===== src/fpet_pkg.sv =====
// Package: shared constants and types for the fp error and trap block
package fpet_pkg;
  // ==========================================================
  // Control register zero fields
  localparam int unsigned CR0_EM_BIT = 2;
  localparam int unsigned CR0_TS_BIT = 3;
  localparam logic [31:0] CR0_RESET = 32'h0000_0000;
  // ==========================================================
  // Exception vectors
  localparam logic [7:0] VEC_NONE = 8'hFF;
  localparam logic [7:0] VEC_INVALID_OPCODE = 8'h06;
  localparam logic [7:0] VEC_DEV_UNAVAIL = 8'h07;
  localparam logic [7:0] VEC_FP_ERROR = 8'h10;
  // ==========================================================
  // Glue port decoded by the external flip-flops
  localparam logic [15:0] FP_ERR_CLR_PORT = 16'h00F0;
  // ==========================================================
  // Instruction classes presented to the core
  typedef enum logic [7:0] {
    FPET_OP_NONE = 8'h01,
    FPET_OP_WAITING = 8'h02,
    FPET_OP_NOWAIT = 8'h04,
    FPET_OP_CLEAR_ERR = 8'h08,
    FPET_OP_SAVE = 8'h10,
    FPET_OP_RESTORE = 8'h20,
    FPET_OP_SIMD_INT = 8'h40,
    FPET_OP_CLEAR_TS = 8'h80
  } fpet_op_t;
endpackage : fpet_pkg


===== src/fpet_if.sv =====
// Interface: wires between the core and the external error glue
`timescale 1ns/1ps
interface fpet_if;
  logic float_error_out_n;
  logic ignore_numeric_error_n;
  logic fp_error_irq_line;
  logic io_wr;
  logic [15:0] io_addr;
  modport core (
    output float_error_out_n,
    input ignore_numeric_error_n
  );
  modport glue (
    input float_error_out_n,
    input io_wr,
    input io_addr,
    output ignore_numeric_error_n,
    output fp_error_irq_line
  );
  modport bus (
    output io_wr,
    output io_addr
  );
endinterface : fpet_if


===== src/fpet_core.sv =====
// Core end: fp error pin, ignore-error input and unavailable traps
// What this block does
// - Glue clears irq on port 0F0H access
// - Same access asserts ignore-error input
// - Ignore-error lets waiting ops run
// - Clear-errors op deasserts error pin
// - State save clears errors, deasserts pin
// - Restore with errors re-asserts pin
// - Pending error faults waiting op
// - Save ignore-error state across management mode
// - Hardware task switch sets task flag
// - Task flag faults fp ops, vector 7
// - Software sets flag; clear op clears
// - Emulation flag faults fp ops too
// - Emulation flag makes SIMD invalid opcode
// - Unavailable fault beats numeric error
`timescale 1ns/1ps
module fpet_core (
  // Clock and reset
  input wire logic sys_clk,
  input wire logic arst_n,
  // Link to the glue
  fpet_if.core lnk,
  // Instruction issue
  input wire logic op_valid,
  input wire fpet_pkg::fpet_op_t op_kind,
  input wire logic restore_has_err,
  input wire logic raise_err,
  // Control register zero access
  input wire logic hw_task_switch,
  input wire logic cr0_wr,
  input wire logic [31:0] cr0_wdata,
  output logic [31:0] cr0_rdata,
  // Exception report
  output logic op_done,
  output logic fault_valid,
  output logic [7:0] fault_vector
);
  // ==========================================================
  // State
  typedef struct packed {
    logic [31:0] cr0;
    logic err_pend;
    logic float_error_out_n_n;
    logic done;
    logic fault;
    logic [7:0] vec;
  } fpet_core_st_t;

  fpet_core_st_t s_q, s_d;

  function automatic logic is_fp_op(input fpet_pkg::fpet_op_t k);
    is_fp_op = (k != fpet_pkg::FPET_OP_NONE) &&
               (k != fpet_pkg::FPET_OP_CLEAR_TS) &&
               (k != fpet_pkg::FPET_OP_SIMD_INT);
  endfunction

  logic ts, em, ign;
  assign ts = s_q.cr0[fpet_pkg::CR0_TS_BIT];
  assign em = s_q.cr0[fpet_pkg::CR0_EM_BIT];
  assign ign = ~lnk.ignore_numeric_error_n;

  // ==========================================================
  // Next state
  always_comb begin
    s_d = s_q;
    s_d.done = 1'b0;
    s_d.fault = 1'b0;
    s_d.vec = fpet_pkg::VEC_NONE;
    // Software write first so a task switch in the same cycle still sets
    if (cr0_wr) begin
      s_d.cr0 = cr0_wdata;
    end
    if (hw_task_switch) begin
      s_d.cr0[fpet_pkg::CR0_TS_BIT] = 1'b1;
    end
    if (op_valid) begin
      if (op_kind == fpet_pkg::FPET_OP_CLEAR_TS) begin
        s_d.cr0[fpet_pkg::CR0_TS_BIT] = hw_task_switch;
        s_d.done = 1'b1;
      end else if (op_kind == fpet_pkg::FPET_OP_SIMD_INT) begin
        if (em) begin
          s_d.fault = 1'b1;
          s_d.vec = fpet_pkg::VEC_INVALID_OPCODE;
        end else if (ts) begin
          s_d.fault = 1'b1;
          s_d.vec = fpet_pkg::VEC_DEV_UNAVAIL;
        end else begin
          s_d.done = 1'b1;
        end
      end else if (is_fp_op(op_kind) && (ts || em)) begin
        // Checked before any numeric error
        s_d.fault = 1'b1;
        s_d.vec = fpet_pkg::VEC_DEV_UNAVAIL;
      end else begin
        case (op_kind)
          fpet_pkg::FPET_OP_WAITING: begin
            if (s_q.err_pend && !ign) begin
              s_d.fault = 1'b1;
              s_d.vec = fpet_pkg::VEC_FP_ERROR;
            end else begin
              s_d.done = 1'b1;
              if (raise_err) begin
                s_d.err_pend = 1'b1;
              end
            end
          end
          fpet_pkg::FPET_OP_NOWAIT: begin
            s_d.done = 1'b1;
          end
          fpet_pkg::FPET_OP_CLEAR_ERR: begin
            s_d.err_pend = 1'b0;
            s_d.done = 1'b1;
          end
          fpet_pkg::FPET_OP_SAVE: begin
            s_d.err_pend = 1'b0;
            s_d.done = 1'b1;
          end
          fpet_pkg::FPET_OP_RESTORE: begin
            s_d.err_pend = restore_has_err;
            s_d.done = 1'b1;
          end
          default: begin
            s_d.done = 1'b0;
          end
        endcase
      end
    end
    // Pin follows pending errors in the same cycle
    s_d.float_error_out_n_n = ~s_d.err_pend;
  end

  always_ff @(posedge sys_clk or negedge arst_n) begin
    if (!arst_n) begin
      s_q.cr0 <= fpet_pkg::CR0_RESET;
      s_q.err_pend <= 1'b0;
      s_q.float_error_out_n_n <= 1'b1;
      s_q.done <= 1'b0;
      s_q.fault <= 1'b0;
      s_q.vec <= fpet_pkg::VEC_NONE;
    end else begin
      s_q <= s_d;
    end
  end

  // ==========================================================
  // Outputs
  assign lnk.float_error_out_n = s_q.float_error_out_n_n;
  assign cr0_rdata = s_q.cr0;
  assign op_done = s_q.done;
  assign fault_valid = s_q.fault;
  assign fault_vector = s_q.vec;
endmodule // fpet_core


===== src/flat_wrapper.sv =====
// flat-port wrapper written by rule: the top's interface ports become plain ports
module fpet_core_flat 
  (sys_clk, arst_n, op_valid, op_kind, restore_has_err, raise_err, hw_task_switch, cr0_wr, cr0_wdata, cr0_rdata, op_done, fault_valid, fault_vector, lnk_float_error_out_n, lnk_ignore_numeric_error_n);
  fpet_if lnk_i ();
  input wire logic sys_clk;
  input wire logic arst_n;
  input wire logic op_valid;
  input wire fpet_pkg::fpet_op_t op_kind;
  input wire logic restore_has_err;
  input wire logic raise_err;
  input wire logic hw_task_switch;
  input wire logic cr0_wr;
  input wire logic [31:0] cr0_wdata;
  output logic [31:0] cr0_rdata;
  output logic op_done;
  output logic fault_valid;
  output logic [7:0] fault_vector;
  output wire logic [$bits(lnk_i.float_error_out_n)-1:0] lnk_float_error_out_n;
  input wire logic [$bits(lnk_i.ignore_numeric_error_n)-1:0] lnk_ignore_numeric_error_n;
  assign lnk_float_error_out_n = lnk_i.float_error_out_n;
  assign lnk_i.ignore_numeric_error_n = lnk_ignore_numeric_error_n;
  fpet_core u_core (.sys_clk(sys_clk), .arst_n(arst_n), .lnk(lnk_i), .op_valid(op_valid), .op_kind(op_kind), .restore_has_err(restore_has_err), .raise_err(raise_err), .hw_task_switch(hw_task_switch), .cr0_wr(cr0_wr), .cr0_wdata(cr0_wdata), .cr0_rdata(cr0_rdata), .op_done(op_done), .fault_valid(fault_valid), .fault_vector(fault_vector));
endmodule

===== config.mk =====
export PLATFORM = sky130hd
export DESIGN_NAME = fpet_core_flat
export DESIGN_NICKNAME = d
export VERILOG_FILES = /design/src/fpet_pkg.sv /design/src/fpet_if.sv /design/src/fpet_core.sv /design/src/flat_wrapper.sv
export SDC_FILE = /design/constraint.sdc
export NUM_CORES = 1
export LEC_CHECK = 0
export ABC_AREA = 1
export BUFFER_PORTS_ARGS = -buffer_cell sky130_fd_sc_hd__buf_2
export CAP_MARGIN = 30
export CORE_ASPECT_RATIO = 1.1
export CORE_UTILIZATION = 50
export CTS_CLUSTER_DIAMETER = 30
export DETAILED_ROUTE_END_ITERATION = 12
export PLACE_DENSITY = 0.83
export SKIP_LAST_GASP = 1
export SYNTH_ARGS = -nofsm -noshare
export SYNTH_HDL_FRONTEND = slang
export SYNTH_SLANG_ARGS = --single-unit
export TNS_END_PERCENT = 50

===== constraint.sdc =====
create_clock -name sys_clk -period 2.05 [get_ports sys_clk]
set_clock_uncertainty 0.15 [all_clocks]
set_input_delay 0.205 -clock sys_clk [delete_from_list [all_inputs] [get_ports sys_clk]]
set_output_delay 0.205 -clock sys_clk [all_outputs]
set_load 0.005 [all_outputs]

# After elaboration in Yosys (flattened, before gate mapping)
# Cells that the tools add are included.
dict set report totals {
  input_bits 48
  ff_bits 44
  output_inout_bits 43
  wordCells 50
}
dict set report op_classes {
  eq_ne 10
  bitwise 1
  n_mux 25
  reduce_logical 7
}
# operator n
set op_table {}
lappend op_table {{$mux W9} 6}
lappend op_table {{$mux W10} 2}
lappend op_table {{$mux W1} 14}
lappend op_table {{$eq A8 B2 Y1 const B} 1}
lappend op_table {{$eq A8 B3 Y1 const B} 1}
lappend op_table {{$eq A8 B4 Y1 const B} 1}
lappend op_table {{$eq A8 B5 Y1 const B} 1}
lappend op_table {{$eq A8 B6 Y1 const B} 1}
lappend op_table {{$eq A8 B7 Y1 const B} 1}
lappend op_table {{$eq A8 B8 Y1 const B} 1}
lappend op_table {{$ne A8 B1 Y1 const B} 1}
lappend op_table {{$ne A8 B7 Y1 const B} 1}
lappend op_table {{$ne A8 B8 Y1 const B} 1}
lappend op_table {{$logic_and A1 B1 Y1} 4}
lappend op_table {{$mux W4} 1}
lappend op_table {{$reduce_or A4 Y1} 1}
lappend op_table {{$pmux W1 S3} 1}
lappend op_table {{$pmux W1 S2} 1}
lappend op_table {{$reduce_or A2 Y1} 1}
lappend op_table {{$logic_or A1 B1 Y1} 1}
lappend op_table {{$not A1 Y1} 1}

# Depth between registers and ports, before layout
# Gate-level depths: netlist (run 1).
dict set report depth {
  ltp_word 9
  depth_mapped 9
  ltp_nobuf 9
}

# Least setup slack after synthesis (run 1)
# Ideal clock, no wire load.
dict set report synth_timing {
  path_type {input -> register}
  startpoint {input cr0_wr}
  endpoint {register u_core.s_q (netlist bit u_core.cr0_rdata[0])}
  t_required_ps 1775
  setup_slack_ps 817
  arrival_time_ps 959
  stages 3
  path_buffers 2
  setup_ps 125
  path_cell_list {clkbuf_1 -> buf_2 -> mux2_2}
}
# item line
set synth_rtl {}
lappend synth_rtl {{start, declared} flat_wrapper.sv:12} ;# input wire logic cr0_wr;
lappend synth_rtl {{end, declared} fpet_core.sv:50} ;# fpet_core_st_t s_q, s_d;
# No word-level cell between the ends.

==> results of run 1 <==
==> area by class of cell <==
type	instances	area share (%)
Inverter	18	2.443
Tap cell	52	2.353
Timing Repair Buffer	120	27.06
Clock buffer	5	2.489
Sequential cell	40	36.43
Clock inverter	3	1.674
Multi-Input combinational cell	105	27.56
==> how the worst max path moves through the flow <==
| stage | start | to | slack (ns) | cells after the start |
|---|---|---|---|---|
| floorplan | cr0_wr | u_core.cr0_rdata[0]$_DFFE_PN0P_ | 0.82 | 3 |
| global placement | cr0_wr | u_core.cr0_rdata[13]$_DFFE_PN0P_ | 0.62 | 2 |
| detailed placement | cr0_wr | u_core.cr0_rdata[0]$_DFFE_PN0P_ | 0.58 | 2 |
| CTS | op_valid | flip-flop | 0.73 | 7 |
| global route | op_valid | flip-flop | 0.60 | 7 |
| finish | op_valid | flip-flop | 0.72 | 7 |
==> flip-flops by register name, indices dropped and copies added (netlist names), named ones only <==
name / count
u_core.fault_vector: 4
u_core.cr0_rdata: 32
u_core.lnk.float_error_out_n: 1
u_core.op_done: 1
u_core.fault_valid: 1
==> layout by cell type, fill, tap and decap left out, types with 2 or more instances in the layout <==
| master | n |
|---|---|
| sky130_fd_sc_hd__inv_1 | 13 |
| sky130_fd_sc_hd__nor2_1 | 18 |
| sky130_fd_sc_hd__o21ai_2 | 2 |
| sky130_fd_sc_hd__nor2_4 | 4 |
| sky130_fd_sc_hd__nand2_2 | 2 |
| sky130_fd_sc_hd__nor2_2 | 7 |
| sky130_fd_sc_hd__mux2_2 | 31 |
| sky130_fd_sc_hd__dlygate4sd3_1 | 29 |
| sky130_fd_sc_hd__nand4_1 | 2 |
| sky130_fd_sc_hd__nand3_1 | 6 |
| sky130_fd_sc_hd__buf_2 | 90 |
| sky130_fd_sc_hd__dfstp_2 | 5 |
| sky130_fd_sc_hd__nand2_1 | 21 |
| sky130_fd_sc_hd__nand3_2 | 2 |
| sky130_fd_sc_hd__nand2_4 | 4 |
| sky130_fd_sc_hd__clkbuf_8 | 5 |
| sky130_fd_sc_hd__inv_2 | 5 |
| sky130_fd_sc_hd__dfrtp_1 | 35 |
==> metal layers <==
metal  routed length, um  up-vias
li1                    -      779
met1                1607      690
met2                2045       63
met3                 246        2
met4                  12        0
met5                   0        -
==> logic make-up (layout without fill, tap and decap cells) <==
| logic type | Yosys count | count (layout) |
|---|---|---|
| xor gates and xnor gates | 1 | 1 |
| and+or+nand+nor | 68 | 68 |
| AOI/OAI and AO/OA | 5 | 5 |
| muxes | 31 | 31 |
| buffers and inverters | 62 | 146 |
| DFF | 40 | 40 |
==> per-stage QoR <==
step                cell area [um2]  setup slack (ns)  utilization, %  hold WS, ns
floorplan                      2156            0.8166               -      -0.2406
global placement               2360            0.6157           58.21       0.1363
detailed placement             2360            0.5812           58.21       0.1399
CTS                            2755            0.7328           67.96     0.001972
global route                   2765            0.5974           68.21    0.0004036
finish                         2765            0.7196           68.21      0.01448
==> where the power goes <==
| part | total, mW | switching (mW) | leakage, nW | internal [mW] |
|---|---|---|---|---|
| sequential | 0.891 | 0.0333 | 0.465 | 0.858 |
| combinational | 0.315 | 0.131 | 0.826 | 0.184 |
| clock | 0.637 | 0.270 | 0.0548 | 0.366 |
| total | 1.84 | 0.435 | 1.35 | 1.41 |
==> impl_results.html, run 1 <==
<table>
<tr><th>Metric</th><th>Value</th></tr>
<tr><th colspan="2">Layout</th></tr>
<tr><td>Area delta synth-&gt;final</td><td>28.26%</td></tr>
<tr><td>FILL cells</td><td>313</td></tr>
<tr><td>ANT cells</td><td>0</td></tr>
<tr><td>Post-layout nets</td><td>338</td></tr>
<tr><td>Share of post-route cells with drive strength above 1</td><td>55.67%</td></tr>
<tr><td>Final standard cell count with taps included and fillers excluded</td><td>343</td></tr>
<tr><td>Area of the multi-input gates</td><td>762.0 um2</td></tr>
<tr><td>Sequential cell area</td><td>1007 um2</td></tr>
<tr><th colspan="2">Global routing</th></tr>
<tr><td>Met2 Use GR</td><td>34.62%</td></tr>
<tr><td>Initial antenna violation count</td><td>0</td></tr>
<tr><td>GR Util met3</td><td>5.484%</td></tr>
<tr><td>Busiest layer in global routing</td><td>met2</td></tr>
<tr><td>Vias in the first global route</td><td>1583</td></tr>
<tr><td>Pin count of the biggest net entering global routing</td><td>41</td></tr>
<tr><td>First-pass GRT wire length</td><td>6.575 mm</td></tr>
<tr><td>Total global routing overflow</td><td>0</td></tr>
<tr><td>Total global routing track utilization</td><td>18.65%</td></tr>
<tr><td>M1 GR Usage</td><td>20.76%</td></tr>
<tr><th colspan="2">Routing</th></tr>
<tr><td>Via Count</td><td>1534</td></tr>
<tr><td>Detail-routed via count per cell</td><td>4.472</td></tr>
<tr><td>Antenna-violating nets left</td><td>0</td></tr>
<tr><td>Number of optimization iterations in the first detailed-route pass</td><td>4</td></tr>
<tr><td>Routed wire length per instance</td><td>11.41 um</td></tr>
<tr><td># DRC</td><td>0</td></tr>
<tr><td>Number of DRC markers after the initial detailed-route iteration</td><td>79</td></tr>
<tr><td>Total wirelength of the detailed-routed design</td><td>3.913 mm</td></tr>
<tr><th colspan="2">Logic synthesis</th></tr>
<tr><td>Share of synthesized area occupied by flip-flops and latches</td><td>46.72%</td></tr>
<tr><td>Avg Inst Size Synth</td><td>10.41 um2</td></tr>
<tr><td>Main combinational cell family by area after synthesis</td><td>buffers and inverters</td></tr>
<tr><td>Total number of yosys warnings</td><td>0</td></tr>
<tr><td>Post-synthesis net count</td><td>255</td></tr>
<tr><td>Async set-reset flop share out of synthesis</td><td>100.0%</td></tr>
<tr><td>Xor/xnor share of the synthesized area</td><td>0.4063%</td></tr>
<tr><td>Mux contribution to synthesized area</td><td>16.19%</td></tr>
<tr><td>Yosys reg bits</td><td>40</td></tr>
<tr><td>Post-synthesis instance area</td><td>2156 um2</td></tr>
<tr><td>Post-Synthesis Cells</td><td>207</td></tr>
<tr><td>Most common cell in the synthesized netlist</td><td>sky130_fd_sc_hd__buf_4</td></tr>
<tr><td>Yosys top cell area share</td><td>40.63%</td></tr>
<tr><td>Post-synthesis simple-gate area fraction</td><td>17.12%</td></tr>
<tr><td>Netlist cell types</td><td>24</td></tr>
<tr><td>EDFF count, synth</td><td>0</td></tr>
<tr><td>Library cell with the largest summed area after synthesis</td><td>sky130_fd_sc_hd__dfrtp_1</td></tr>
<tr><td>Adder and majority gate portion of the synthesized area</td><td>0%</td></tr>
<tr><td>Synth top area cells</td><td>sky130_fd_sc_hd__dfrtp_1 (41%), sky130_fd_sc_hd__mux2_2 (16%), sky130_fd_sc_hd__buf_4 (14%), sky130_fd_sc_hd__dfstp_2 (6.1%), sky130_fd_sc_hd__nand2_1 (3.7%)</td></tr>
<tr><td>Synth cell count leaders</td><td>sky130_fd_sc_hd__buf_4 (40), sky130_fd_sc_hd__dfrtp_1 (35), sky130_fd_sc_hd__mux2_2 (31)</td></tr>
<tr><td>Predominant post-synthesis flop cell</td><td>sky130_fd_sc_hd__dfrtp_1</td></tr>
<tr><td>Share of the synthesized area in compound gates (AO/OA/AOI/OAI)</td><td>1.625%</td></tr>
<tr><th colspan="2">Timing</th></tr>
<tr><td>Fmax</td><td>0.7517 GHz</td></tr>
<tr><td>Post-layout min period</td><td>1.330 ns</td></tr>
<tr><td>Setup TNS after final layout</td><td>0 ns</td></tr>
<tr><td>Setup repair after global routing missed its margin</td><td>false</td></tr>
<tr><td>Count of endpoints failing hold in the final timing report</td><td>0</td></tr>
<tr><td>Max-slew headroom</td><td>53.98%</td></tr>
<tr><td>Final clock period utilization by the worst path</td><td>64.90%</td></tr>
<tr><td>Final setup viols</td><td>0</td></tr>
<tr><td>Max-slew violation total from the final report</td><td>0</td></tr>
<tr><td>Tightest Pin Transition</td><td>0.6903 ns</td></tr>
<tr><th colspan="2">Worst setup path</th></tr>
<tr><td>Worst path bufs/invs</td><td>2</td></tr>
<tr><td>Cell with the most instances on the worst path</td><td>sky130_fd_sc_hd__nand2_1</td></tr>
<tr><td>FF-to-FF End</td><td>u_core.lnk.float_error_out_n$_DFF_PN1_</td></tr>
<tr><td>Setup crit start kind</td><td>input port</td></tr>
<tr><td>Worst-case register-to-register setup slack</td><td>0.77 ns</td></tr>
<tr><td>Maximum fanout along the worst path</td><td>3</td></tr>
<tr><td>Largest stage delay on the critical path</td><td>0.53 ns</td></tr>
<tr><td>Worst-path cell chain</td><td>dlygate4sd3_1, buf_2, nand2_2, nor2_1, nand3_1, nand2_1, nand2_1</td></tr>
<tr><td>CP top delay family</td><td>buffers and inverters</td></tr>
<tr><td>Cell with the largest stage delay on the worst path</td><td>sky130_fd_sc_hd__dlygate4sd3_1</td></tr>
<tr><td>Element type at the critical path end</td><td>flip-flop</td></tr>
<tr><td>Depth of the most critical reg-to-reg path</td><td>6</td></tr>
<tr><td>Worst path required time</td><td>2.08 ns</td></tr>
<tr><td>Critical setup path kind</td><td>in2reg</td></tr>
<tr><td>Signal arrival time at the worst endpoint</td><td>1.36 ns</td></tr>
<tr><th colspan="2">CTS</th></tr>
<tr><td>CTS root buf</td><td>sky130_fd_sc_hd__clkbuf_8</td></tr>
<tr><td>Clock transition at the registers of the reported paths</td><td>0.08 ns</td></tr>
<tr><td>Maximum number of buffers from clock root to sink</td><td>2</td></tr>
<tr><td>Clock buffers created by TritonCTS</td><td>5</td></tr>
<tr><td>Clock sink count</td><td>40</td></tr>
<tr><td>Clock tree from TritonCTS</td><td>done</td></tr>
<tr><td>Number of buffers inserted for hold repair after clock tree synthesis</td><td>28</td></tr>
<tr><td>H-tree lvl count</td><td>2</td></tr>
<tr><td>Clock latency at the later pin of the worst-skew pair</td><td>0.29 ns</td></tr>
<tr><td>Post_cts resized</td><td>0</td></tr>
<tr><td>Post CTS Setup Buffer Count</td><td>0</td></tr>
<tr><th colspan="2">Floorplan</th></tr>
<tr><td>Chip height</td><td>70.87 um</td></tr>
<tr><td>Initial core utilization</td><td>53.18%</td></tr>
<tr><td>Die area</td><td>4579 um2</td></tr>
<tr><td>Core Box Area</td><td>4054 um2</td></tr>
<tr><td>Number of placement rows</td><td>24</td></tr>
<tr><td>Die W</td><td>64.61 um</td></tr>
<tr><td>IO Count</td><td>91</td></tr>
<tr><th colspan="2">Power and ir drop</th></tr>
<tr><td>Cell Pwr Density</td><td>666.5 nW/um2</td></tr>
<tr><td>Leak</td><td>1.345 nW</td></tr>
<tr><td>Final Total Pwr</td><td>1.843 mW</td></tr>
<tr><td>IR Drop Worst-Case VDD</td><td>0.5108 mV</td></tr>
<tr><th colspan="2">Job</th></tr>
<tr><td>Max-Cap Viols</td><td>0</td></tr>
<tr><th colspan="2">Place</th></tr>
<tr><td>GP Congestion</td><td>0.7772</td></tr>
<tr><td>I/O Buffers</td><td>90</td></tr>
<tr><td>Placed cell count</td><td>306</td></tr>
<tr><td>Post-DP HPWL</td><td>2.768 mm</td></tr>
<tr><th colspan="2">Hold path</th></tr>
<tr><td>Min-Delay Endpoint</td><td>u_core.cr0_rdata[7]$_DFFE_PN0P_</td></tr>
<tr><td>Kind of path behind the tightest hold check</td><td>in2reg</td></tr>
<tr><td>Source of the worst hold timing path</td><td>cr0_wdata[7]</td></tr>
<tr><td>Worst hold path depth</td><td>2</td></tr>
<tr><th colspan="2">Status</th></tr>
<tr><td>Outcome</td><td>complete, no violations</td></tr>
</table>
Note: power is estimated with default switching activity, not from simulation.
==> inputs of run 2 (changes only) <==
--- a/config.mk
+++ b/config.mk
@@ -9,10 +9,10 @@
 export BUFFER_PORTS_ARGS = -buffer_cell sky130_fd_sc_hd__buf_2
 export CAP_MARGIN = 30
 export CORE_ASPECT_RATIO = 1.1
-export CORE_UTILIZATION = 50
+export CORE_UTILIZATION = 43
 export CTS_CLUSTER_DIAMETER = 30
 export DETAILED_ROUTE_END_ITERATION = 12
-export PLACE_DENSITY = 0.83
+export PLACE_DENSITY = 0.76
 export SKIP_LAST_GASP = 1
 export SYNTH_ARGS = -nofsm -noshare
 export SYNTH_HDL_FRONTEND = slang
==> constraint.sdc (replaced) <==
create_clock -name sys_clk -period 1.2 [get_ports sys_clk]
set_clock_uncertainty 0.15 [all_clocks]
set_input_delay 0.12 -clock sys_clk [delete_from_list [all_inputs] [get_ports sys_clk]]
set_output_delay 0.12 -clock sys_clk [all_outputs]
set_load 0.005 [all_outputs]
==> run 2 against run 1 <==
Net effect:
- register-to-register slack worse by 0.77 ns
- final cell count up 7.0%
- the run now ends with negative setup slack left
- worst setup slack worse by 0.72 ns
- final area increased by 8.4%
- count of clock-buffer cells in the layout is 1 higher
- global-route usage fell by 0.58 points
- hold slack gained 0.017 ns
- utilization down 4.7 points
- non-clock buffer count is 20 higher
- wire length grew 17%
==> impl_results.html, run 2 (synthesis gave the netlist of run 1 again) <==
<table>
<tr><th>Metric</th><th>Value</th></tr>
<tr><th colspan="2">Worst setup path</th></tr>
<tr><td>Depth of the most critical reg-to-reg path</td><td>6 (unchanged)</td></tr>
<tr><td>Worst path required time</td><td>0.93 ns (-1.15 ns)</td></tr>
<tr><td>Worst-path cell chain</td><td>buf_2</td></tr>
<tr><td>Critical setup path kind</td><td>reg2out</td></tr>
<tr><td>Worst path bufs/invs</td><td>1 (-1)</td></tr>
<tr><td>Maximum fanout along the worst path</td><td>4 (+1)</td></tr>
<tr><td>Element type at the critical path end</td><td>output port</td></tr>
<tr><td>Cell count along the critical path</td><td>1 (-6)</td></tr>
<tr><td>Signal arrival time at the worst endpoint</td><td>0.93 ns (-0.43 ns)</td></tr>
<tr><td>Largest stage delay on the critical path</td><td>0.54 ns (about the same)</td></tr>
<tr><td>End of the critical path</td><td>fault_vector[3]</td></tr>
<tr><td>Setup crit start kind</td><td>flip-flop</td></tr>
<tr><td>FF-to-FF End</td><td>u_core.op_done$_DFF_PN0_</td></tr>
<tr><td>Worst-case register-to-register setup slack</td><td>-0.002 ns (-0.77 ns)</td></tr>
<tr><td>CP top delay family</td><td>flip-flops</td></tr>
<tr><td>Cell with the largest stage delay on the worst path</td><td>sky130_fd_sc_hd__dfstp_2</td></tr>
<tr><td>Launch point of the critical path</td><td>u_core.fault_vector[6]$_DFF_PN1_</td></tr>
<tr><th colspan="2">Power and ir drop</th></tr>
<tr><td>Comb pwr share</td><td>19.4% (+2.3 points)</td></tr>
<tr><td>Switching power as a share of total power</td><td>22.93% (-0.66 points)</td></tr>
<tr><td>Cell Pwr Density</td><td>1062 nW/um2 (+59%)</td></tr>
<tr><td>Sw power</td><td>0.7297 mW (+68%)</td></tr>
<tr><td>IR Drop Worst-Case VDD</td><td>0.6626 mV (+30%)</td></tr>
<tr><td>Reg power frac</td><td>47.9% (-0.5 points)</td></tr>
<tr><td>Share of power burned in the clock network</td><td>32.7% (-1.9 points)</td></tr>
<tr><td>Leak</td><td>1.455 nW (+8.1%)</td></tr>
<tr><td>Final Total Pwr</td><td>3.182 mW (+73%)</td></tr>
<tr><td>Internal power contribution</td><td>2.453 mW (+74%)</td></tr>
<tr><th colspan="2">CTS</th></tr>
<tr><td>Clock latency at the later pin of the worst-skew pair</td><td>0.28 ns (about the same)</td></tr>
<tr><td>Clock buffers created by TritonCTS</td><td>5 (unchanged)</td></tr>
<tr><td>Clock tree from TritonCTS</td><td>done</td></tr>
<tr><td>Maximum number of buffers from clock root to sink</td><td>2 (unchanged)</td></tr>
<tr><td>CTS root buf</td><td>sky130_fd_sc_hd__clkbuf_8</td></tr>
<tr><td>H-tree lvl count</td><td>2 (unchanged)</td></tr>
<tr><td>Clock transition at the registers of the reported paths</td><td>0.07 ns (about the same)</td></tr>
<tr><td>Clock sink count</td><td>40 (unchanged)</td></tr>
<tr><th colspan="2">Floorplan</th></tr>
<tr><td>Die W</td><td>69.51 um (+7.6%)</td></tr>
<tr><td>Initial core utilization</td><td>45.70% (-7.5 points)</td></tr>
<tr><td>Chip height</td><td>76.26 um (+7.6%)</td></tr>
<tr><td>Core Box Area</td><td>4717 um2 (+16%)</td></tr>
<tr><td>Die area</td><td>5301 um2 (+16%)</td></tr>
<tr><td>IO Count</td><td>91 (unchanged)</td></tr>
<tr><td>Number of placement rows</td><td>26 (+8.3%)</td></tr>
<tr><th colspan="2">Global routing</th></tr>
<tr><td>First-pass GRT wire length</td><td>7.590 mm (+15%)</td></tr>
<tr><td>Total global routing track utilization</td><td>18.07% (-0.58 points)</td></tr>
<tr><td>Pin count of the biggest net entering global routing</td><td>41 (unchanged)</td></tr>
<tr><td>Initial antenna violation count</td><td>0 (unchanged)</td></tr>
<tr><td>Total global routing overflow</td><td>0 (unchanged)</td></tr>
<tr><td>Vias in the first global route</td><td>1675 (+5.8%)</td></tr>
<tr><th colspan="2">Timing</th></tr>
<tr><td>Final setup viols</td><td>4 (+4)</td></tr>
<tr><td>Worst hold margin</td><td>0.03119 ns (+0.01671 ns)</td></tr>
<tr><td>Fmax</td><td>0.8321 GHz</td></tr>
<tr><td>Max-slew headroom</td><td>83.64% (+30 points)</td></tr>
<tr><td>Post-route worst setup slack</td><td>-0.001740 ns (-0.7214 ns)</td></tr>
<tr><td>Max-slew violation total from the final report</td><td>0 (unchanged)</td></tr>
<tr><td>Count of endpoints failing hold in the final timing report</td><td>0 (unchanged)</td></tr>
<tr><td>Post-layout min period</td><td>1.202 ns</td></tr>
<tr><td>Tightest Pin Transition</td><td>0.2444 ns (-0.4459 ns)</td></tr>
<tr><td>Final clock period utilization by the worst path</td><td>100.1%</td></tr>
<tr><td>Setup repair after global routing missed its margin</td><td>true</td></tr>
<tr><th colspan="2">Layout</th></tr>
<tr><td>Most used cells in the layout excluding fill and tap cells</td><td>sky130_fd_sc_hd__buf_2 (89), sky130_fd_sc_hd__dfrtp_1 (35), sky130_fd_sc_hd__dlygate4sd3_1 (34), sky130_fd_sc_hd__mux2_2 (31), sky130_fd_sc_hd__nand2_1 (19)</td></tr>
<tr><td>Sequential cell area</td><td>1007 um2 (unchanged)</td></tr>
<tr><td>FILL cells</td><td>368 (+18%)</td></tr>
<tr><td>Area of the multi-input gates</td><td>790.8 um2 (+3.8%)</td></tr>
<tr><td>Area delta synth-&gt;final</td><td>39.00%</td></tr>
<tr><td>Largest register FFs</td><td>32 (unchanged)</td></tr>
<tr><td>Share of post-route cells with drive strength above 1</td><td>59.16% (+3.5 points)</td></tr>
<tr><td>Leading cell type in the layout, fill and taps excluded</td><td>sky130_fd_sc_hd__buf_2</td></tr>
<tr><td>Final cell utilization of the core</td><td>63.53% (-4.7 points)</td></tr>
<tr><td>Cell area after layout</td><td>2997 um2 (+8.4%)</td></tr>
<tr><td>Post-layout nets</td><td>358 (+5.9%)</td></tr>
<tr><td>Final standard cell count with taps included and fillers excluded</td><td>367 (+7.0%)</td></tr>
<tr><td>ANT cells</td><td>0 (unchanged)</td></tr>
<tr><th colspan="2">Status</th></tr>
<tr><td>Outcome</td><td>finished with violations</td></tr>
<tr><td>Failing checks</td><td>negative setup slack</td></tr>
<tr><th colspan="2">Routing</th></tr>
<tr><td>Number of optimization iterations in the first detailed-route pass</td><td>4 (unchanged)</td></tr>
<tr><td>Via Count</td><td>1635 (+6.6%)</td></tr>
<tr><td>Detail-routed via count per cell</td><td>4.455 (-0.39%)</td></tr>
<tr><td>Number of DRC markers after the initial detailed-route iteration</td><td>74 (-6.3%)</td></tr>
<tr><td>Antenna-violating nets left</td><td>0 (unchanged)</td></tr>
<tr><td>Total wirelength of the detailed-routed design</td><td>4.577 mm (+17%)</td></tr>
<tr><td>Routed wire length per instance</td><td>12.47 um (+9.3%)</td></tr>
<tr><td># DRC</td><td>0 (unchanged)</td></tr>
<tr><th colspan="2">Place</th></tr>
<tr><td>Post-DP HPWL</td><td>2.842 mm (+2.7%)</td></tr>
<tr><td>GP Congestion</td><td>0.7778 (about the same)</td></tr>
<tr><td>DP Area</td><td>2480 um2 (+5.1%)</td></tr>
<tr><td>Placed cell count</td><td>322 (+5.2%)</td></tr>
<tr><td>I/O Buffers</td><td>90 (unchanged)</td></tr>
<tr><th colspan="2">Hold path</th></tr>
<tr><td>Kind of path behind the tightest hold check</td><td>in2reg</td></tr>
<tr><td>Source of the worst hold timing path</td><td>restore_has_err</td></tr>
<tr><th colspan="2">Job</th></tr>
<tr><td>Max-Cap Viols</td><td>0 (unchanged)</td></tr>
</table>
## run 2: cell types whose count changed in the layout (fill, tap and decap cells not counted), moves of 3 or more
cell,change
sky130_fd_sc_hd__buf_4,+10
sky130_fd_sc_hd__dlygate4sd3_1,+5
sky130_fd_sc_hd__buf_6,+4
sky130_fd_sc_hd__nand3_1,-3
sky130_fd_sc_hd__nand3_2,+3
## run 2: worst min path at each step
| stage | end | cells after the start | slack [ns] |
|---|---|---|---|
| 5_1_grt | u_core.lnk.float_error_out_n$_DFF_PN1_ | 6 | 0.05 |
| 2_1_floorplan | asynchronous set/reset pin | 0 | -0.33 |
| 3_5_place_dp | u_core.cr0_rdata[1]$_DFFE_PN0P_ | 2 | -0.04 |
| 4_1_cts | u_core.cr0_rdata[3]$_DFF_PN0_ | 5 | 0.03 |
| 3_3_place_gp | u_core.cr0_rdata[1]$_DFFE_PN0P_ | 2 | -0.05 |
| 6_report | u_core.lnk.float_error_out_n$_DFF_PN1_ | 6 | 0.03 |
## run 2: final cells by class
class | count | area share, %
inverter | 18 | 2.255
tap | 56 | 2.338
multi-input combinational | 105 | 26.39
timing repair buffer | 140 | 31.82
clock inverter | 2 | 1.169
sequential | 40 | 33.61
clock buffer | 6 | 2.422
## run 2: through the flow
stage | TNS (ns) | setup slack (ns)
floorplan | 0 | 0.01446
global placement | -0.4077 | -0.1035
detailed placement | -0.7029 | -0.1496
CTS | -0.1343 | -0.02950
global route | -0.5253 | -0.05935
finish | -0.005049 | -0.001740
## run 2: what timing repair did
action / in CTS / in global routing
hold endpoints to repair: 74 / 0
gates resized for setup: 2 / 11
hold buffers: 34 / 0
setup buffers: 2 / 1
gates cloned: 0 / 0
pin swaps: 6 / 7
setup endpoints to repair: 9 / 14
## run 2: metal layers
metal	up-vias	global-route usage (%)	routed length (um)	share of wire [%]
li1	823	-	-	-
met1	739	21.89	1858	41
met2	69	31.07	2377	52
met3	4	5.026	306	6.7
met4	0	5.510	34	0.74
met5	-	0	0	0
## run 2: power groups by stage
| stage | logic [mW] | clock network, mW | registers (mW) |
|---|---|---|---|
| detailed placement | 0.511 | 0 | 1.54 |
| finish | 0.619 | 1.04 | 1.52 |
| floorplan | 0.379 | 0 | 1.53 |
| CTS | 0.600 | 1.08 | 1.52 |
| global route | 0.680 | 1.14 | 1.54 |
| global placement | 0.499 | 0 | 1.54 |
==> inputs of run 3 (changes only) <==
==> constraint.sdc (replaced) <==
create_clock -name sys_clk -period 1.2 [get_ports sys_clk]
set_clock_uncertainty 0.15 [all_clocks]
set_input_delay 0.18 -clock sys_clk [delete_from_list [all_inputs] [get_ports sys_clk]]
set_output_delay 0.18 -clock sys_clk [all_outputs]
set_load 0.005 [all_outputs]
==> run 3 against run 2 <==
Net effect:
- the flow still finishes with violations (negative setup slack)
- worst setup slack got worse by 0.053 ns
- die area unchanged
- wire length is 0.42% lower
- critical path type unchanged
- largest cell class unchanged
==> impl_results.html, run 3 (synthesis gave the netlist of run 1 again) <==
<table>
<tr><th>Metric</th><th>Value</th></tr>
<tr><th colspan="2">Status</th></tr>
<tr><td>Outcome</td><td>finished with violations</td></tr>
<tr><td>Failing checks</td><td>negative setup slack</td></tr>
<tr><th colspan="2">Place</th></tr>
<tr><td>I/O Buffers</td><td>90 (unchanged)</td></tr>
<tr><td>Post-DP HPWL</td><td>2.820 mm (-0.81%)</td></tr>
<tr><td>Worst setup timing slack at the placement stage</td><td>-0.1957 ns (-0.04611 ns)</td></tr>
<tr><td>GP Congestion</td><td>0.7982 (+2.6%)</td></tr>
<tr><th colspan="2">CTS</th></tr>
<tr><td>Clock buffers created by TritonCTS</td><td>5 (unchanged)</td></tr>
<tr><td>Clock latency at the later pin of the worst-skew pair</td><td>0.28 ns (about the same)</td></tr>
<tr><td>H-tree lvl count</td><td>2 (unchanged)</td></tr>
<tr><td>CTS root buf</td><td>sky130_fd_sc_hd__clkbuf_8</td></tr>
<tr><td>Maximum number of buffers from clock root to sink</td><td>2 (unchanged)</td></tr>
<tr><td>Clock transition at the registers of the reported paths</td><td>0.07 ns (about the same)</td></tr>
<tr><td>Clock sink count</td><td>40 (unchanged)</td></tr>
<tr><td>Clock tree from TritonCTS</td><td>done</td></tr>
<tr><th colspan="2">Worst setup path</th></tr>
<tr><td>Critical setup path kind</td><td>reg2out</td></tr>
<tr><td>Cell count along the critical path</td><td>1 (unchanged)</td></tr>
<tr><td>Worst path bufs/invs</td><td>1 (unchanged)</td></tr>
<tr><td>FF-to-FF End</td><td>u_core.fault_valid$_DFF_PN0_</td></tr>
<tr><td>Maximum fanout along the worst path</td><td>4 (unchanged)</td></tr>
<tr><td>Worst-path cell chain</td><td>buf_2</td></tr>
<tr><td>Critical register-to-register path startpoint</td><td>u_core.cr0_rdata[3]$_DFF_PN0_</td></tr>
<tr><td>End of the critical path</td><td>fault_vector[5]</td></tr>
<tr><td>CP top delay family</td><td>flip-flops</td></tr>
<tr><td>Element type at the critical path end</td><td>output port</td></tr>
<tr><td>Depth of the most critical reg-to-reg path</td><td>6 (unchanged)</td></tr>
<tr><td>Signal arrival time at the worst endpoint</td><td>0.93 ns (about the same)</td></tr>
<tr><td>Worst path required time</td><td>0.87 ns (-0.06 ns)</td></tr>
<tr><td>Worst-case register-to-register setup slack</td><td>-0.01 ns (about the same)</td></tr>
<tr><td>Largest stage delay on the critical path</td><td>0.54 ns (about the same)</td></tr>
<tr><td>Cell with the largest stage delay on the worst path</td><td>sky130_fd_sc_hd__dfstp_2</td></tr>
<tr><td>Setup crit start kind</td><td>flip-flop</td></tr>
<tr><td>Launch point of the critical path</td><td>u_core.fault_vector[6]$_DFF_PN1_</td></tr>
<tr><th colspan="2">Floorplan</th></tr>
<tr><td>IO Count</td><td>91 (unchanged)</td></tr>
<tr><td>Chip height</td><td>76.26 um (unchanged)</td></tr>
<tr><td>Initial core utilization</td><td>45.70% (unchanged)</td></tr>
<tr><td>Number of placement rows</td><td>26 (unchanged)</td></tr>
<tr><td>Core Box Area</td><td>4717 um2 (unchanged)</td></tr>
<tr><td>Die area</td><td>5301 um2 (unchanged)</td></tr>
<tr><td>Die W</td><td>69.51 um (unchanged)</td></tr>
<tr><th colspan="2">Global routing</th></tr>
<tr><td>Initial antenna violation count</td><td>0 (unchanged)</td></tr>
<tr><td>Vias in the first global route</td><td>1692 (+1.0%)</td></tr>
<tr><td>First-pass GRT wire length</td><td>7.672 mm (+1.1%)</td></tr>
<tr><td>Total global routing track utilization</td><td>18.13% (+0.062 points)</td></tr>
<tr><td>Total global routing overflow</td><td>0 (unchanged)</td></tr>
<tr><td>Pin count of the biggest net entering global routing</td><td>41 (unchanged)</td></tr>
<tr><th colspan="2">Layout</th></tr>
<tr><td>ANT cells</td><td>0 (unchanged)</td></tr>
<tr><td>Most used cells in the layout excluding fill and tap cells</td><td>sky130_fd_sc_hd__buf_2 (89), sky130_fd_sc_hd__dfrtp_1 (35), sky130_fd_sc_hd__dlygate4sd3_1 (34), sky130_fd_sc_hd__mux2_2 (31), sky130_fd_sc_hd__nand2_1 (18)</td></tr>
<tr><td>Post-layout nets</td><td>359 (+0.28%)</td></tr>
<tr><td>FILL cells</td><td>390 (+6.0%)</td></tr>
<tr><td>Leading cell type in the layout, fill and taps excluded</td><td>sky130_fd_sc_hd__buf_2</td></tr>
<tr><td>Area of the multi-input gates</td><td>803.3 um2 (+1.6%)</td></tr>
<tr><td>Share of post-route cells with drive strength above 1</td><td>59.29% (+0.13 points)</td></tr>
<tr><td>Area delta synth-&gt;final</td><td>39.29%</td></tr>
<tr><td>Largest register FFs</td><td>32 (unchanged)</td></tr>
<tr><td>Sequential cell area</td><td>1007 um2 (unchanged)</td></tr>
<tr><th colspan="2">Routing</th></tr>
<tr><td>Detail-routed via count per cell</td><td>4.530 (+1.7%)</td></tr>
<tr><td>Number of DRC markers after the initial detailed-route iteration</td><td>83 (+12%)</td></tr>
<tr><td>Via Count</td><td>1667 (+2.0%)</td></tr>
<tr><td>Antenna-violating nets left</td><td>0 (unchanged)</td></tr>
<tr><td># DRC</td><td>0 (unchanged)</td></tr>
<tr><td>Total wirelength of the detailed-routed design</td><td>4.558 mm (-0.42%)</td></tr>
<tr><td>Number of optimization iterations in the first detailed-route pass</td><td>4 (unchanged)</td></tr>
<tr><td>Routed wire length per instance</td><td>12.39 um (-0.69%)</td></tr>
<tr><th colspan="2">Power and ir drop</th></tr>
<tr><td>Leak</td><td>1.467 nW (+0.85%)</td></tr>
<tr><td>Final Total Pwr</td><td>2.964 mW (-6.9%)</td></tr>
<tr><td>IR Drop Worst-Case VDD</td><td>0.4189 mV (-37%)</td></tr>
<tr><td>Cell Pwr Density</td><td>986.9 nW/um2 (-7.1%)</td></tr>
<tr><th colspan="2">Timing</th></tr>
<tr><td>Tightest Pin Transition</td><td>0.2171 ns (-0.02732 ns)</td></tr>
<tr><td>Final clock period utilization by the worst path</td><td>104.6% (+4.5 points)</td></tr>
<tr><td>Count of endpoints failing hold in the final timing report</td><td>0 (unchanged)</td></tr>
<tr><td>Final setup viols</td><td>12 (+8)</td></tr>
<tr><td>Setup repair after global routing missed its margin</td><td>true</td></tr>
<tr><td>Max-slew violation total from the final report</td><td>0 (unchanged)</td></tr>
<tr><td>Max-slew headroom</td><td>85.47% (+1.8 points)</td></tr>
<tr><td>Post-layout min period</td><td>1.255 ns (+0.05345 ns)</td></tr>
<tr><td>Fmax</td><td>0.7967 GHz (-4.3%)</td></tr>
<tr><td>Post-route worst setup slack</td><td>-0.05519 ns (-0.05345 ns)</td></tr>
<tr><th colspan="2">Job</th></tr>
<tr><td>Max-Cap Viols</td><td>0 (unchanged)</td></tr>
<tr><th colspan="2">Hold path</th></tr>
<tr><td>Kind of path behind the tightest hold check</td><td>in2reg</td></tr>
</table>
run 3: cell types whose count changed in the layout (fill, tap and decap cells not counted):
| cell | before | now |
|---|---|---|
| sky130_fd_sc_hd__inv_1 | 12 | 13 |
| sky130_fd_sc_hd__nand2_1 | 19 | 18 |
| sky130_fd_sc_hd__bufinv_16 | 1 | 0 |
| sky130_fd_sc_hd__nand3_1 | 3 | 2 |
| sky130_fd_sc_hd__nand3_2 | 5 | 6 |
| sky130_fd_sc_hd__buf_12 | 2 | 3 |
| sky130_fd_sc_hd__clkbuf_1 | 1 | 2 |
| sky130_fd_sc_hd__nand2_4 | 4 | 5 |
| sky130_fd_sc_hd__inv_2 | 6 | 5 |
run 3: worst min-delay path by stage:
stage                     startpoint                         endpoint  depth (start not counted)
after floorplan               arst_n       asynchronous set/reset pin                          0
after global placement        arst_n  u_core.cr0_rdata[1]$_DFFE_PN0P_                          2
after detailed placement      arst_n  u_core.cr0_rdata[6]$_DFFE_PN0P_                          2
after CTS                   op_valid         u_core.op_done$_DFF_PN0_                          3
after global routing        op_valid         u_core.op_done$_DFF_PN0_                          3
final                       op_valid         u_core.op_done$_DFF_PN0_                          3
run 3: final cells by class:
cell class | count | area share (%)
inverter | 18 | 2.250
tap | 56 | 2.333
clock inverter | 1 | 0.1667
sequential | 40 | 33.54
timing repair buffer | 141 | 32.42
clock buffer | 7 | 2.542
multi-input combinational | 105 | 26.75
run 3: metal layers:
metal | up-vias | wire, um | global-route usage (%)
li1 | 823 | - | -
met2 | 65 | 2353 | 32.23
met3 | 5 | 274 | 4.101
met5 | - | 0 | 0
met4 | 0 | 59 | 6.122
met1 | 774 | 1871 | 21.36
run 3: where the power goes:
group          switching (mW)  total (mW)  internal (mW)
clock                   0.410       0.817          0.407
sequential             0.0565        1.52           1.47
combinational           0.250       0.623          0.373
run 3: timing repair:
action                     in CTS  in global routing
hold endpoints to repair       73                  0
setup endpoints to repair      15                 18
buffers inserted                2                  1
pin swaps                       2                  8
resized for setup               3                 12
hold buffers                   34                  0
run 3: through the flow:
step                setup TNS, ns  hold WS (ns)  instances  utilization, %  instance area, um2
finish                    -0.4423       0.04497        368           63.66                3003
global route               -1.112       0.03811        368           63.66                3003
CTS                       -0.7591       0.02485        367           62.49                2948
detailed placement         -1.144       0.01522        323           53.00                2500
global placement          -0.8707       0.01395        323           53.00                2500
floorplan                 -0.1683       -0.2656        207               -                2156
